$ cat config.mk
export PLATFORM = sky130hd
export DESIGN_NAME = sadc_seq
export DESIGN_NICKNAME = d
export VERILOG_FILES = /design/src/hdl/sadc_pkg.sv /design/src/hdl/sadc_seq.sv
export VERILOG_INCLUDE_DIRS = /design/src /design/src/hdl
export SDC_FILE = /design/constraint.sdc
export NUM_CORES = 1
export LEC_CHECK = 0
export BUFFER_PORTS_ARGS = -buffer_cell sky130_fd_sc_hd__buf_2
export CORE_ASPECT_RATIO = 0.7
export CORE_MARGIN = 2
export CORE_UTILIZATION = 40
export CTS_CLUSTER_DIAMETER = 40
export DETAILED_ROUTE_END_ITERATION = 7
export SYNTH_ARGS = -nofsm -noshare
export SYNTH_HDL_FRONTEND = slang
export SYNTH_SLANG_ARGS = --single-unit
$ cat constraint.sdc
create_clock -name sys_clk -period 8 [get_ports sys_clk]
set_input_delay 1.2 -clock sys_clk [delete_from_list [all_inputs] [get_ports sys_clk]]
set_output_delay 1.2 -clock sys_clk [all_outputs]
set_load 0.03 [all_outputs]
$ cat src/hdl/sadc_params.svh
// Constants for the serial converter sequencer
`default_nettype none
`ifndef SADC_PARAMS_SVH
`define SADC_PARAMS_SVH
`define SADC_CLK_NS 10
`define SADC_OSC_HALF_NS 250
`define SADC_OSC_HALF_CYC (`SADC_OSC_HALF_NS / `SADC_CLK_NS)
`define SADC_SETUP_NS 30
`define SADC_SETUP_CYC ((`SADC_SETUP_NS + `SADC_CLK_NS - 1) / `SADC_CLK_NS)
`define SADC_CONV_EDGES 19
`define SADC_WORD_BITS 16
`define SADC_LEAD_BITS 4
`define SADC_CODE_BITS 12
`define SADC_FIFO_DEPTH 16
`endif
`default_nettype wire

$ cat src/hdl/sadc_pkg.sv
// Types shared by the converter sequencer
`include "sadc_params.svh"
`default_nettype none
package sadc_pkg;
  typedef enum logic {
    SADC_IDLE = 1'b0,
    SADC_CONV = 1'b1
  } sadc_state_t;

  // Transmit serial pins, as seen from the device
  typedef struct packed {
    logic sclk;
    logic frame_n;
    logic data;
  } sadc_tx_t;

  // Receive serial pins, open-drain
  typedef struct packed {
    logic sclk;
    logic frame_n;
    logic data;
  } sadc_rx_t;

  typedef logic [`SADC_CODE_BITS-1:0] sadc_code_t;
endpackage : sadc_pkg
`default_nettype wire

$ cat src/hdl/sadc_seq.sv
// Serial ADC/DAC sequencer and its sample FIFO
`include "sadc_params.svh"
`default_nettype none

// Sample FIFO between the front end and the serializer
module sadc_fifo #(
  parameter int W = 12,
  parameter int D = 16
) (
  // Clock and reset
  input  wire logic         sys_clk,
  input  wire logic         rstn,
  // Fill side
  input  wire logic [W-1:0] in_data,
  input  wire logic         in_valid,
  output logic              in_ready,
  // Drain side
  output logic [W-1:0]      out_data,
  output logic              out_valid,
  input  wire logic         out_ready
);
  localparam int AW = $clog2(D);
  logic [W-1:0]  mem [D];
  logic [AW-1:0] wr;
  logic [AW-1:0] rd;
  logic [AW-1:0] next_wr;
  logic [AW-1:0] next_rd;
  logic [AW:0]   cnt;
  logic [AW:0]   next_cnt;
  logic          full;
  logic          next_full;
  logic          empty;
  logic          next_empty;
  logic          push;
  logic          pop;

  // Pointers and fill level
  always_comb begin
    push       = in_valid && !full;
    pop        = out_ready && !empty;
    next_wr    = push ? wr + 1'b1 : wr;
    next_rd    = pop ? rd + 1'b1 : rd;
    next_cnt   = cnt + push - pop;
    next_full  = next_cnt == (AW + 1)'(D);
    next_empty = next_cnt == '0;
  end

  always_ff @(posedge sys_clk or negedge rstn) begin
    if (!rstn) begin
      wr    <= '0;
      rd    <= '0;
      cnt      <= '0;
      full     <= 1'b0;
      in_ready <= 1'b1;
      empty    <= 1'b1;
    end else begin
      wr       <= next_wr;
      rd       <= next_rd;
      cnt      <= next_cnt;
      full     <= next_full;
      in_ready <= !next_full;
      empty    <= next_empty;
    end
  end

  // Storage write
  always_ff @(posedge sys_clk) begin
    if (push) begin
      mem[wr] <= in_data;
    end
  end

  // Flags straight from registers, ready kept as its own flop
  assign out_valid = !empty;
  assign out_data  = mem[rd];
endmodule : sadc_fifo

// Contract
// - Clock pin tied low selects internal oscillator, else external clock drives ADC.
// - Conversion lasts 19 or 20 rising ADC clock edges.
// - Start under 30 ns before a rising edge gives 20 edges.
// - Noncontinuous internal clock always gives exactly 19 edges.
// - Receive clock follows selected ADC clock, may stop after conversion.
// - Start rising edge holds the sampler and begins conversion together.
// - DAC latch takes input latch on load strobe falling edge.
// - Codes are 12-bit two's complement, step is full scale over 4096.
// - DAC code 000 zero, 7FF just below half, 800 negative half.
// - Six serial pins: clock, frame, data for receive and transmit.
// - Result word: four zeros, 12 bits MSB first, frame low at start.
// - Host sends 16 bits; first four dropped, twelve kept MSB first.
// - Load held low updates on sixteenth edge; mid-transfer strobe changes do not.
// - Clock mode low stops receive clock after word; high runs continuously.
module sadc_seq
  import sadc_pkg::*;
(
  // Clock and reset
  input  wire logic     sys_clk,
  input  wire logic     rstn,
  // ADC clock pin, strap and clock mode
  input  wire logic     adc_clk_pin,
  input  wire logic     clk_tied_vss,
  input  wire logic     rclk_continuous,
  // Conversion start and sampler
  input  wire logic     conversion_start_strobe,
  output logic          track_hold,
  // Converted codes from the front end
  input  wire sadc_code_t code_in,
  input  wire logic     code_valid,
  output logic          code_ready,
  // Receive serial port, open-drain
  output sadc_rx_t      rx_o,
  output sadc_rx_t      rx_oe,
  // Transmit serial port and load strobe
  input  wire sadc_tx_t tx_in,
  input  wire logic     dac_load_strobe,
  // DAC latch
  output sadc_code_t    dac_code
);
  localparam logic [4:0] OSC_HALF = 5'(`SADC_OSC_HALF_CYC);
  localparam logic [4:0] SETUP    = 5'(`SADC_SETUP_CYC);
  localparam logic [4:0] EDGES    = 5'(`SADC_CONV_EDGES);
  localparam logic [4:0] WBITS    = 5'(`SADC_WORD_BITS);
  localparam logic [4:0] LAST     = 5'(`SADC_WORD_BITS - 1);

  logic [7:0]  s1;
  logic [7:0]  s2;
  logic        ext_clk, use_osc, cont, cs;
  logic        t_clk, t_fs, t_dt, ld;
  logic        prev_adc, prev_cs, prev_transmit_serial_clock, prev_tfs, prev_ld;
  logic        adc_lvl, adc_rise, cs_rise;
  logic        transmit_serial_clock_fall, tfs_fall, ld_fall, ld_rise;
  logic [4:0]  osc_cnt, next_osc_cnt;
  logic        osc_lvl, next_osc_lvl;
  sadc_state_t state, next_state;
  logic [4:0]  edge_cnt, next_edge_cnt;
  logic [4:0]  since, next_since;
  logic        skipped, next_skipped;
  logic [15:0] shreg, next_shreg;
  logic        next_hold;
  sadc_rx_t    next_rx_oe;
  logic        pop;
  logic        fifo_valid;
  sadc_code_t  fifo_data;
  logic        dac_active, next_dac_active;
  logic [4:0]  dac_cnt, next_dac_cnt;
  logic [11:0] dac_sh, next_dac_sh;
  sadc_code_t  in_latch, next_in_latch;
  sadc_code_t  next_dac_code;
  logic        held, next_held;

  // Two-flop synchronisers on every pin, reset to idle pin levels so no false edge follows reset
  always_ff @(posedge sys_clk or negedge rstn) begin
    if (!rstn) begin
      s1 <= 8'h0D;
      s2 <= 8'h0D;
    end else begin
      s1 <= {adc_clk_pin, clk_tied_vss, rclk_continuous, conversion_start_strobe,
             tx_in.sclk, tx_in.frame_n, tx_in.data, dac_load_strobe};
      s2 <= s1;
    end
  end
  assign {ext_clk, use_osc, cont, cs, t_clk, t_fs, t_dt, ld} = s2;

  // Edge history of synchronised levels
  always_ff @(posedge sys_clk or negedge rstn) begin
    if (!rstn) begin
      prev_adc  <= 1'b0;
      prev_cs   <= 1'b0;
      prev_transmit_serial_clock <= 1'b1;
      prev_tfs  <= 1'b1;
      prev_ld   <= 1'b1;
    end else begin
      prev_adc  <= adc_lvl;
      prev_cs   <= cs;
      prev_transmit_serial_clock <= t_clk;
      prev_tfs  <= t_fs;
      prev_ld   <= ld;
    end
  end

  // Clock source select and edge detection
  assign adc_lvl   = use_osc ? osc_lvl : ext_clk;
  assign adc_rise  = adc_lvl && !prev_adc;
  assign cs_rise   = cs && !prev_cs;
  assign transmit_serial_clock_fall = prev_transmit_serial_clock && !t_clk;
  assign tfs_fall  = prev_tfs && !t_fs;
  assign ld_fall   = prev_ld && !ld;
  assign ld_rise   = !prev_ld && ld;

  // Internal oscillator, parked low between noncontinuous conversions
  always_comb begin
    next_osc_cnt = osc_cnt;
    next_osc_lvl = osc_lvl;
    if (!cont && state == SADC_IDLE && !cs_rise) begin
      next_osc_cnt = '0;
      next_osc_lvl = 1'b0;
    end else if (osc_cnt == OSC_HALF - 5'h01) begin
      next_osc_cnt = '0;
      next_osc_lvl = !osc_lvl;
    end else begin
      next_osc_cnt = osc_cnt + 5'h01;
    end
  end

  always_ff @(posedge sys_clk or negedge rstn) begin
    if (!rstn) begin
      osc_cnt <= '0;
      osc_lvl <= 1'b0;
    end else begin
      osc_cnt <= next_osc_cnt;
      osc_lvl <= next_osc_lvl;
    end
  end

  // Conversion sequencer and result serializer
  always_comb begin
    next_state    = state;
    next_edge_cnt = edge_cnt;
    next_since    = since;
    next_skipped  = skipped;
    next_shreg    = shreg;
    pop           = 1'b0;
    unique case (state)
      SADC_IDLE: begin
        if (cs_rise) begin
          next_state    = SADC_CONV;
          next_edge_cnt = '0;
          next_since    = 5'h01;
          next_skipped  = adc_rise;
          next_shreg    = {4'h0, fifo_valid ? fifo_data : 12'h000};
          pop           = 1'b1;
        end
      end
      SADC_CONV: begin
        if (since != SETUP) begin
          next_since = since + 5'h01;
        end
        if (adc_rise) begin
          if (edge_cnt == '0 && !skipped && since < SETUP) begin
            next_skipped = 1'b1;
          end else begin
            next_edge_cnt = edge_cnt + 5'h01;
            if (edge_cnt != '0) begin
              next_shreg = {shreg[14:0], 1'b0};
            end
          end
        end
        if (next_edge_cnt == EDGES) begin
          next_state = SADC_IDLE;
        end
      end
    endcase
    next_hold          = next_state == SADC_CONV;
    next_rx_oe.frame_n = next_state == SADC_CONV && next_edge_cnt <= WBITS;
    next_rx_oe.data    = next_rx_oe.frame_n && !next_shreg[15];
    next_rx_oe.sclk    = (cont || next_state == SADC_CONV) && !adc_lvl;
  end

  always_ff @(posedge sys_clk or negedge rstn) begin
    if (!rstn) begin
      state      <= SADC_IDLE;
      edge_cnt   <= '0;
      since      <= '0;
      skipped    <= 1'b0;
      shreg      <= 16'h0000;
      track_hold <= 1'b0;
      rx_oe      <= '0;
    end else begin
      state      <= next_state;
      edge_cnt   <= next_edge_cnt;
      since      <= next_since;
      skipped    <= next_skipped;
      shreg      <= next_shreg;
      track_hold <= next_hold;
      rx_oe      <= next_rx_oe;
    end
  end

  // Open-drain pins only ever pull low
  assign rx_o = '0;

  // Codes wait here until a conversion takes one
  sadc_fifo #(
    .W (`SADC_CODE_BITS),
    .D (`SADC_FIFO_DEPTH)
  ) i_sadc_fifo (
    .sys_clk   (sys_clk),
    .rstn      (rstn),
    .in_data   (code_in),
    .in_valid  (code_valid),
    .in_ready  (code_ready),
    .out_data  (fifo_data),
    .out_valid (fifo_valid),
    .out_ready (pop)
  );

  // DAC shift-in, input latch and DAC latch
  always_comb begin
    next_dac_active = dac_active;
    next_dac_cnt    = dac_cnt;
    next_dac_sh     = dac_sh;
    next_in_latch   = in_latch;
    next_dac_code   = dac_code;
    next_held       = held;
    if (tfs_fall) begin
      next_dac_active = 1'b1;
      next_dac_cnt    = '0;
      next_held       = !ld;
    end else if (dac_active) begin
      if (ld_rise) begin
        next_held = 1'b0;
      end
      if (transmit_serial_clock_fall) begin
        next_dac_sh  = {dac_sh[10:0], t_dt};
        next_dac_cnt = dac_cnt + 5'h01;
        if (dac_cnt == LAST) begin
          next_dac_active = 1'b0;
          next_in_latch   = {dac_sh[10:0], t_dt};
          if (held && !ld) begin
            next_dac_code = {dac_sh[10:0], t_dt};
          end
        end
      end
    end
    if (ld_fall && !dac_active) begin
      next_dac_code = in_latch;
    end
  end

  always_ff @(posedge sys_clk or negedge rstn) begin
    if (!rstn) begin
      dac_active <= 1'b0;
      dac_cnt    <= '0;
      dac_sh     <= 12'h000;
      in_latch   <= 12'h000;
      dac_code   <= 12'h000;
      held       <= 1'b0;
    end else begin
      dac_active <= next_dac_active;
      dac_cnt    <= next_dac_cnt;
      dac_sh     <= next_dac_sh;
      in_latch   <= next_in_latch;
      dac_code   <= next_dac_code;
      held       <= next_held;
    end
  end

  // Checks on conversion and DAC behaviour
  property p_hold_on_start;
    @(posedge sys_clk) disable iff (!rstn)
      (state == SADC_IDLE && cs_rise) |=> track_hold && rx_oe.frame_n;
  endproperty
  a_hold_on_start: assert property (p_hold_on_start)
    else $error("sampler not held at conversion start");

  property p_lead_zeros;
    @(posedge sys_clk) disable iff (!rstn)
      (state == SADC_CONV && edge_cnt <= 5'h03) |=> rx_oe.data && rx_oe.frame_n;
  endproperty
  a_lead_zeros: assert property (p_lead_zeros)
    else $error("leading zero not driven");

  property p_conv_end;
    @(posedge sys_clk) disable iff (!rstn)
      (state == SADC_CONV && next_state == SADC_IDLE) |-> adc_rise && edge_cnt == 5'h12;
  endproperty
  a_conv_end: assert property (p_conv_end)
    else $error("conversion ended at wrong edge");

  property p_far_edge_counts;
    @(posedge sys_clk) disable iff (!rstn)
      (state == SADC_CONV && adc_rise && edge_cnt == '0 && !skipped && since >= SETUP)
        |=> edge_cnt == 5'h01 && !skipped;
  endproperty
  a_far_edge_counts: assert property (p_far_edge_counts)
    else $error("edge outside setup window skipped");

  property p_nc_internal;
    @(posedge sys_clk) disable iff (!rstn)
      (use_osc && !cont && state == SADC_IDLE && cs_rise) |=> (!skipped && !adc_rise) [*3];
  endproperty
  a_nc_internal: assert property (p_nc_internal)
    else $error("noncontinuous conversion not 19 edges");

  property p_rclk_stop;
    @(posedge sys_clk) disable iff (!rstn)
      (!cont && state == SADC_IDLE && !cs_rise) |=> !rx_oe.sclk;
  endproperty
  a_rclk_stop: assert property (p_rclk_stop)
    else $error("receive clock runs while stopped");

  property p_rclk_cont;
    @(posedge sys_clk) disable iff (!rstn)
      (cont && !adc_lvl) |=> rx_oe.sclk;
  endproperty
  a_rclk_cont: assert property (p_rclk_cont)
    else $error("continuous receive clock missing");

  property p_dac_load_strobe_load;
    @(posedge sys_clk) disable iff (!rstn)
      (ld_fall && !dac_active) |=> dac_code == $past(in_latch);
  endproperty
  a_dac_load_strobe_load: assert property (p_dac_load_strobe_load)
    else $error("DAC latch not loaded on strobe");

  property p_sixteenth;
    @(posedge sys_clk) disable iff (!rstn)
      (dac_active && !tfs_fall && transmit_serial_clock_fall && dac_cnt == LAST && held && !ld && !ld_rise)
        |=> dac_code[0] == $past(t_dt) && dac_code[11:1] == $past(dac_sh[10:0]);
  endproperty
  a_sixteenth: assert property (p_sixteenth)
    else $error("no update on sixteenth edge");

  property p_mid_strobe;
    @(posedge sys_clk) disable iff (!rstn)
      (dac_active && !tfs_fall && ld_fall && !transmit_serial_clock_fall) |=> $stable(dac_code);
  endproperty
  a_mid_strobe: assert property (p_mid_strobe)
    else $error("DAC latch changed mid-transfer");
endmodule : sadc_seq
`default_nettype wire

==> results of run 1 <==
## layout by cell type (no fill, tap or decap), types with 7 or more instances in the layout
master / instances
buf_2: 38
and2_1: 17
clkbuf_16: 36
nor2b_1: 17
mux2_2: 23
mux4_2: 41
a21oi_1: 18
xnor2_1: 11
nor2_1: 18
clkinv_2: 8
dfstp_2: 11
mux2i_1: 25
inv_1: 25
nand3_1: 7
dfrtp_1: 102
nand2_1: 33
ha_1: 17
a211oi_1: 26
o21ai_0: 33
mux4_1: 8
edfxtp_1: 192
## worst max path at each step
stage | from | end | cells past startpoint
CTS | state$_DFF_PN0_ | i_sadc_fifo.in_ready$_DFF_PN1_ | 13
finish | state$_DFF_PN0_ | i_sadc_fifo.in_ready$_DFF_PN1_ | 13
global route | state$_DFF_PN0_ | i_sadc_fifo.in_ready$_DFF_PN1_ | 13
floorplan | state$_DFF_PN0_ | i_sadc_fifo.in_ready$_DFF_PN1_ | 14
detailed placement | state$_DFF_PN0_ | i_sadc_fifo.in_ready$_DFF_PN1_ | 13
global placement | state$_DFF_PN0_ | i_sadc_fifo.in_ready$_DFF_PN1_ | 13
## registers in the layout, indices dropped and copies added, names as in the netlist, 8 cells and up
name / cells
in_latch: 12
dac_code: 12
s2: 8
shreg: 16
i_sadc_fifo.mem: 192
s1: 8
dac_sh: 11
## final cells by class
| cell class | count | share of cell area |
|---|---|---|
| tap | 412 | 0.0367 |
| multi-input combinational | 360 | 0.240 |
| clock inverter | 23 | 0.0174 |
| clock buffer | 39 | 0.0649 |
| timing repair buffer | 44 | 0.0167 |
| sequential | 308 | 0.618 |
| inverter | 26 | 0.00694 |
## power groups by stage
stage,clock network (mW),registers (mW),logic [mW]
2_1_floorplan,0,2.08,0.727
3_3_place_gp,0,2.19,0.875
3_5_place_dp,0,2.20,0.883
4_1_cts,1.64,2.17,0.885
5_1_grt,1.71,2.20,0.971
6_report,1.60,2.16,0.879
## cells by family after synthesis
group / after synthesis / share of synthesized area
buffers and inverters: 60 / 0.0239
other: 1 / 0.000304
AND/OR/NAND/NOR: 123 / 0.0549
AO/OA/AOI/OAI: 101 / 0.0516
multiplexers: 98 / 0.134
XOR/XNOR: 17 / 0.0121
flip-flops: 308 / 0.704
adder cells (fa/ha/maj): 18 / 0.0189
## per-layer routing
| metal | global-route usage | vias up | wire length [µm] |
|---|---|---|---|
| met5 | 0 | - | 0 |
| met3 | 0.0365 | 23 | 1390 |
| met1 | 0.246 | 3164 | 12200 |
| li1 | - | 2879 | - |
| met4 | 0.0385 | 0 | 277 |
| met2 | 0.204 | 138 | 9870 |
## worst max-delay path, cell delays in order, from the launching register on
cell and delay [ns]:
dfrtp_1 0.79, inv_2 0.21, nand3_1 0.27, or2_2 0.33, inv_1 0.15, ha_1 0.30, inv_1 0.04, ha_1 0.22
fa_1 0.44, a21o_1 0.17, a21oi_1 0.17, xnor2_1 0.17, and2_1 0.18, inv_1 0.04
==> summary.txt, run 1 <==
CTS
  – Num Clock Sinks: 308
  – Hold buffers post-CTS: 0
  – Worst-path clk slew: 0.06 ns
  – Total CTS buffers: 35
  – Setup bufs post-CTS: 0
  – CTS max path bufs: 3
  – Worst skew pair latency: 0.51 ns
  – Root buf cell: clkbuf_16
  – Maximum level of the CTS H-tree: 2
  – CTS tree: built
  – Post_cts resized: 0

Synth
  – Synth Warn #: 0
  – #FFs+latches synth: 308
  – Commonest cells in the netlist: edfxtp_1, dfrtp_1, mux4_2
  – Synth Flop Type: edfxtp_1
  – Mean Syn Cell Area: 17.0 µm²
  – Cell taking the most area after synthesis: edfxtp_1
  – Sequential area share after synthesis: 0.704
  – Post-synth top area share: 0.467
  – Count of cell types in the netlist: 55
  – Mapped Area: 12300 µm²
  – Synth Instances: 726
  – Area contributors post-synth: edfxtp_1, dfrtp_1, mux4_2
  – Post-synth ARST share: 0.377
  – EDFF count, synth: 192
  – Cell with the most instances after synthesis: edfxtp_1

Critical path
  – FF-to-FF End: i_sadc_fifo.in_ready$_DFF_PN1_
  – CP endpoint kind: register
  – Worst EP required: 8.44 ns
  – Internal reg-to-reg setup slack: 4.45 ns
  – Worst r2r path cells: 13
  – Worst Path Arrival: 3.99 ns
  – Worst-path fanout max: 22
  – Reg2Reg Launch Point: state$_DFF_PN0_
  – Startpoint Class: register
  – Critical path type: register to register

Timing
  – Upper clock frequency limit: 281 MHz
  – Final hold violation count: 0
  – Final Critical Period: 3.55 ns
  – Relative slew slack: 0.314
  – Slew @ Worst Pin: 1.03 ns
  – RSZ-0062 raised after global routing: no
  – Final setup fails: 0
  – Fin worst setup slack: 4.45 ns
  – Fin Setup TNS: 0 ns
  – Max Slew Vio Count: 0
  – Skew final: 0.0171 ns
  – Final Hold Slack: 0.347 ns
  – Final period utilization: 0.444

Finish
  – Number of fill cells: 2577
  – Register Area: 8690 µm²
  – # diodes: 0
  – Area Overhead vs Synth: 14.0%
  – Layout Utilization: 0.466
  – Fin cells: 1212
  – Layout cells sized above 1: 0.231
  – Design area: 14100 µm²
  – Multi-input combinational cell area: 3370 µm²
  – Final net count: 816

Power
  – PwrDens: 330 nW/µm²
  – Share of power burned in registers: 0.466
  – Maximum VDD drop: 139 µV
  – Clock Power Share: 0.345
  – Leak pwr: 5.17 nW
  – Int Power: 3.32 mW
  – Sw frac: 0.283
  – Overall power: 4.64 mW
  – Comb power frac: 0.190
  – Switching component of the power: 1.31 mW

Detailed routing
  – Final antenna-violating net count: 0
  – Wire per inst: 19.6 µm
  – Routed vias: 6204
  – First-pass DRT Iterations: 5
  – Via density: 5.12
  – DRT Wirelength: 23.8 mm
  – DR iter-0 viols: 532
  – Drc violations: 0

Global routing
  – Remaining Overflow, GRT: 0
  – Antenna violations before repair: 0
  – Vias in the first global route: 6066
  – First-pass GRT wire length: 36.4 mm
  – Gr usage total: 0.153
  – Largest net degree at the start of global routing: 73

Min path
  – Hold Crit Start: s1[5]$_DFF_PN0_
  – Hold EP: s2[5]$_DFF_PN0_
  – HP Class: register to register
  – Hold path depth: 0

Placement
  – Pre-CTS setup slack: 4.46 ns
  – RD Place Congestion: 0.799
  – Placed cell count: 1150
  – Placed Instance Area: 12900 µm²
  – Port Buffers: 39
  – Post-DP HPWL: 15.0 mm

Floorplanning
  – Initial core utilization: 0.409
  – Rows: 53
  – Die H: 151 µm
  – Die Area: 32300 µm²
  – Io pins: 43
  – Die W: 214 µm
  – Core area: 30200 µm²

Outcome
  – Status: complete, no violations

Run
  – Max Cap Violations: 0
No activity file was read; power rests on OpenSTA's default activity.
==> run 2, diff against run 1 <==
==> constraint.sdc (replaced) <==
create_clock -name sys_clk -period 3.3 [get_ports sys_clk]
set_input_delay 0.495 -clock sys_clk [delete_from_list [all_inputs] [get_ports sys_clk]]
set_output_delay 0.495 -clock sys_clk [all_outputs]
set_load 0.03 [all_outputs]
==> run 2 against run 1 <==
  * Via count up 3.1%
  * Critical path depth did not move
  * Wire length increased by 3.7%
  * Clock-buffer cell count rose by 13
  * Critical endpoint unchanged
  * Largest cell class unchanged
  * Largest power group unchanged
==> summary.txt, run 2 (same netlist as run 1, synthesis figures left out) <==
Outcome
  – Status: complete, no violations

Critical path
  – Startpoint Class: register
  – Worst Path Arrival: 3.43 ns
  – Internal reg-to-reg setup slack: 0.32 ns
  – Worst r2r path cells: 13
  – CP endpoint kind: register
  – Critical path type: register to register
  – Worst EP required: 3.75 ns
  – Reg2Reg Launch Point: state$_DFF_PN0_
  – Worst-path fanout max: 10
  – FF-to-FF End: i_sadc_fifo.in_ready$_DFF_PN1_

Floorplanning
  – Die Area: 32300 µm²
  – Die W: 214 µm
  – Die H: 151 µm
  – Initial core utilization: 0.409
  – Io pins: 43
  – Rows: 53
  – Core area: 30200 µm²

Finish
  – Most common cell after layout, fill and taps aside: edfxtp_1
  – Design area: 14300 µm²
  – Fin cells: 1242
  – # diodes: 0
  – Reg with most FFs: i_sadc_fifo.mem
  – Layout cells sized above 1: 0.253
  – Biggest regs: i_sadc_fifo.mem x192, shreg x16
  – Area Overhead vs Synth: 16.1%
  – Final net count: 843
  – Most frequent cells in the layout: edfxtp_1, dfrtp_1, mux4_2
  – Max FFs per register: 192

Global routing
  – Largest net degree at the start of global routing: 72
  – Antenna violations before repair: 0
  – First-pass GRT wire length: 38.5 mm
  – Gr usage total: 0.161
  – Remaining Overflow, GRT: 0
  – Vias in the first global route: 6319

Placement
  – Port Buffers: 39
  – Placed Instance Area: 13100 µm²
  – Post-DP HPWL: 15.2 mm
  – Placed cell count: 1174
  – RD Place Congestion: 0.771
  – Pre-CTS setup slack: 0.322 ns

Run
  – Max Cap Violations: 0

CTS
  – Worst-path clk slew: 0.06 ns
  – Total CTS buffers: 37
  – CTS tree: built
  – Maximum level of the CTS H-tree: 2
  – Worst skew pair latency: 0.52 ns
  – CTS max path bufs: 3
  – Num Clock Sinks: 308
  – Root buf cell: clkbuf_16
  – Setup bufs post-CTS: 0

Timing
  – Final period utilization: 0.904
  – Fin Setup TNS: 0 ns
  – RSZ-0062 raised after global routing: no
  – Final Critical Period: 2.98 ns
  – Final setup fails: 0
  – Upper clock frequency limit: 335 MHz
  – Relative slew slack: 0.428
  – Max Slew Vio Count: 0
  – Fin worst setup slack: 0.316 ns
  – Slew @ Worst Pin: 0.859 ns
  – Final hold violation count: 0
  – Skew final: 0.0180 ns

Min path
  – Hold Crit Start: dac_load_strobe
  – Hold EP: s1[0]$_DFF_PN1_
  – Hold path depth: 1
  – HP Class: input pin to register

Power
  – Leak pwr: 5.31 nW
  – Maximum VDD drop: 305 µV
  – PwrDens: 793 nW/µm²

Detailed routing
  – First-pass DRT Iterations: 5
  – Routed vias: 6394
  – Drc violations: 0
  – DRT Wirelength: 24.6 mm
  – Wire per inst: 19.8 µm
  – Final antenna-violating net count: 0
  – DR iter-0 viols: 459
  – Via density: 5.15
run 2: repair_timing:
action | in CTS | in global routing
hold endpoints to repair | 18 | 0
hold buffers | 1 | 0
endpoints found under the setup margin | 0 | 1
gates resized for setup | 0 | 1
run 2: final cells by class:
cell class              instances  area (µm²)
fillers                      2605       15900
clock inverters                15         158
multi-input cells             360        3370
well taps                     412         515
clock buffers                  52        1030
inverters                      26        97.6
repair buffers                 69         450
flip-flops and latches        308        8690
run 2: worst max path at each step:
stage	slack (ns)	start	end
after floorplan	0.37	state$_DFF_PN0_	i_sadc_fifo.in_ready$_DFF_PN1_
after global placement	0.42	state$_DFF_PN0_	i_sadc_fifo.in_ready$_DFF_PN1_
after detailed placement	0.32	state$_DFF_PN0_	i_sadc_fifo.in_ready$_DFF_PN1_
after CTS	0.32	state$_DFF_PN0_	i_sadc_fifo.in_ready$_DFF_PN1_
after global routing	0.06	state$_DFF_PN0_	i_sadc_fifo.in_ready$_DFF_PN1_
final	0.32	state$_DFF_PN0_	i_sadc_fifo.in_ready$_DFF_PN1_
run 2: power by group:
group	internal [mW]	switching (mW)	leakage, nW	total (mW)
logic	1.08	1.18	1.55	2.26
registers	4.72	0.434	3.19	5.16
clock network	2.37	1.56	0.569	3.94
total	8.18	3.18	5.31	11.4
run 2: critical path, cell delays in order (launching register included):
cell	delay, ns
dfrtp_1	0.38
inv_2	0.15
nand3_1	0.25
or2_2	0.37
inv_1	0.15
ha_1	0.15
inv_1	0.04
ha_1	0.22
fa_1	0.44
a21o_1	0.18
a21oi_1	0.17
xnor2_1	0.19
and2_1	0.19
inv_1	0.04
run 2: per-stage QoR:
step                hold slack, ns   util  power [mW]
CTS                         0.0451  0.474        11.5
global placement             0.336  0.435        7.45
global route                0.0491  0.475        12.0
finish                      0.0716  0.475        11.4
floorplan                    0.199      -        6.81
detailed placement           0.337  0.435        7.49
run 2: per-layer routing:
layer,share of wire,GRT usage,up-vias
met5,0,0,-
met1,0.51,0.256,3255
met2,0.42,0.221,165
met3,0.055,0.0328,33
met4,0.016,0.0448,0
li1,-,-,2941
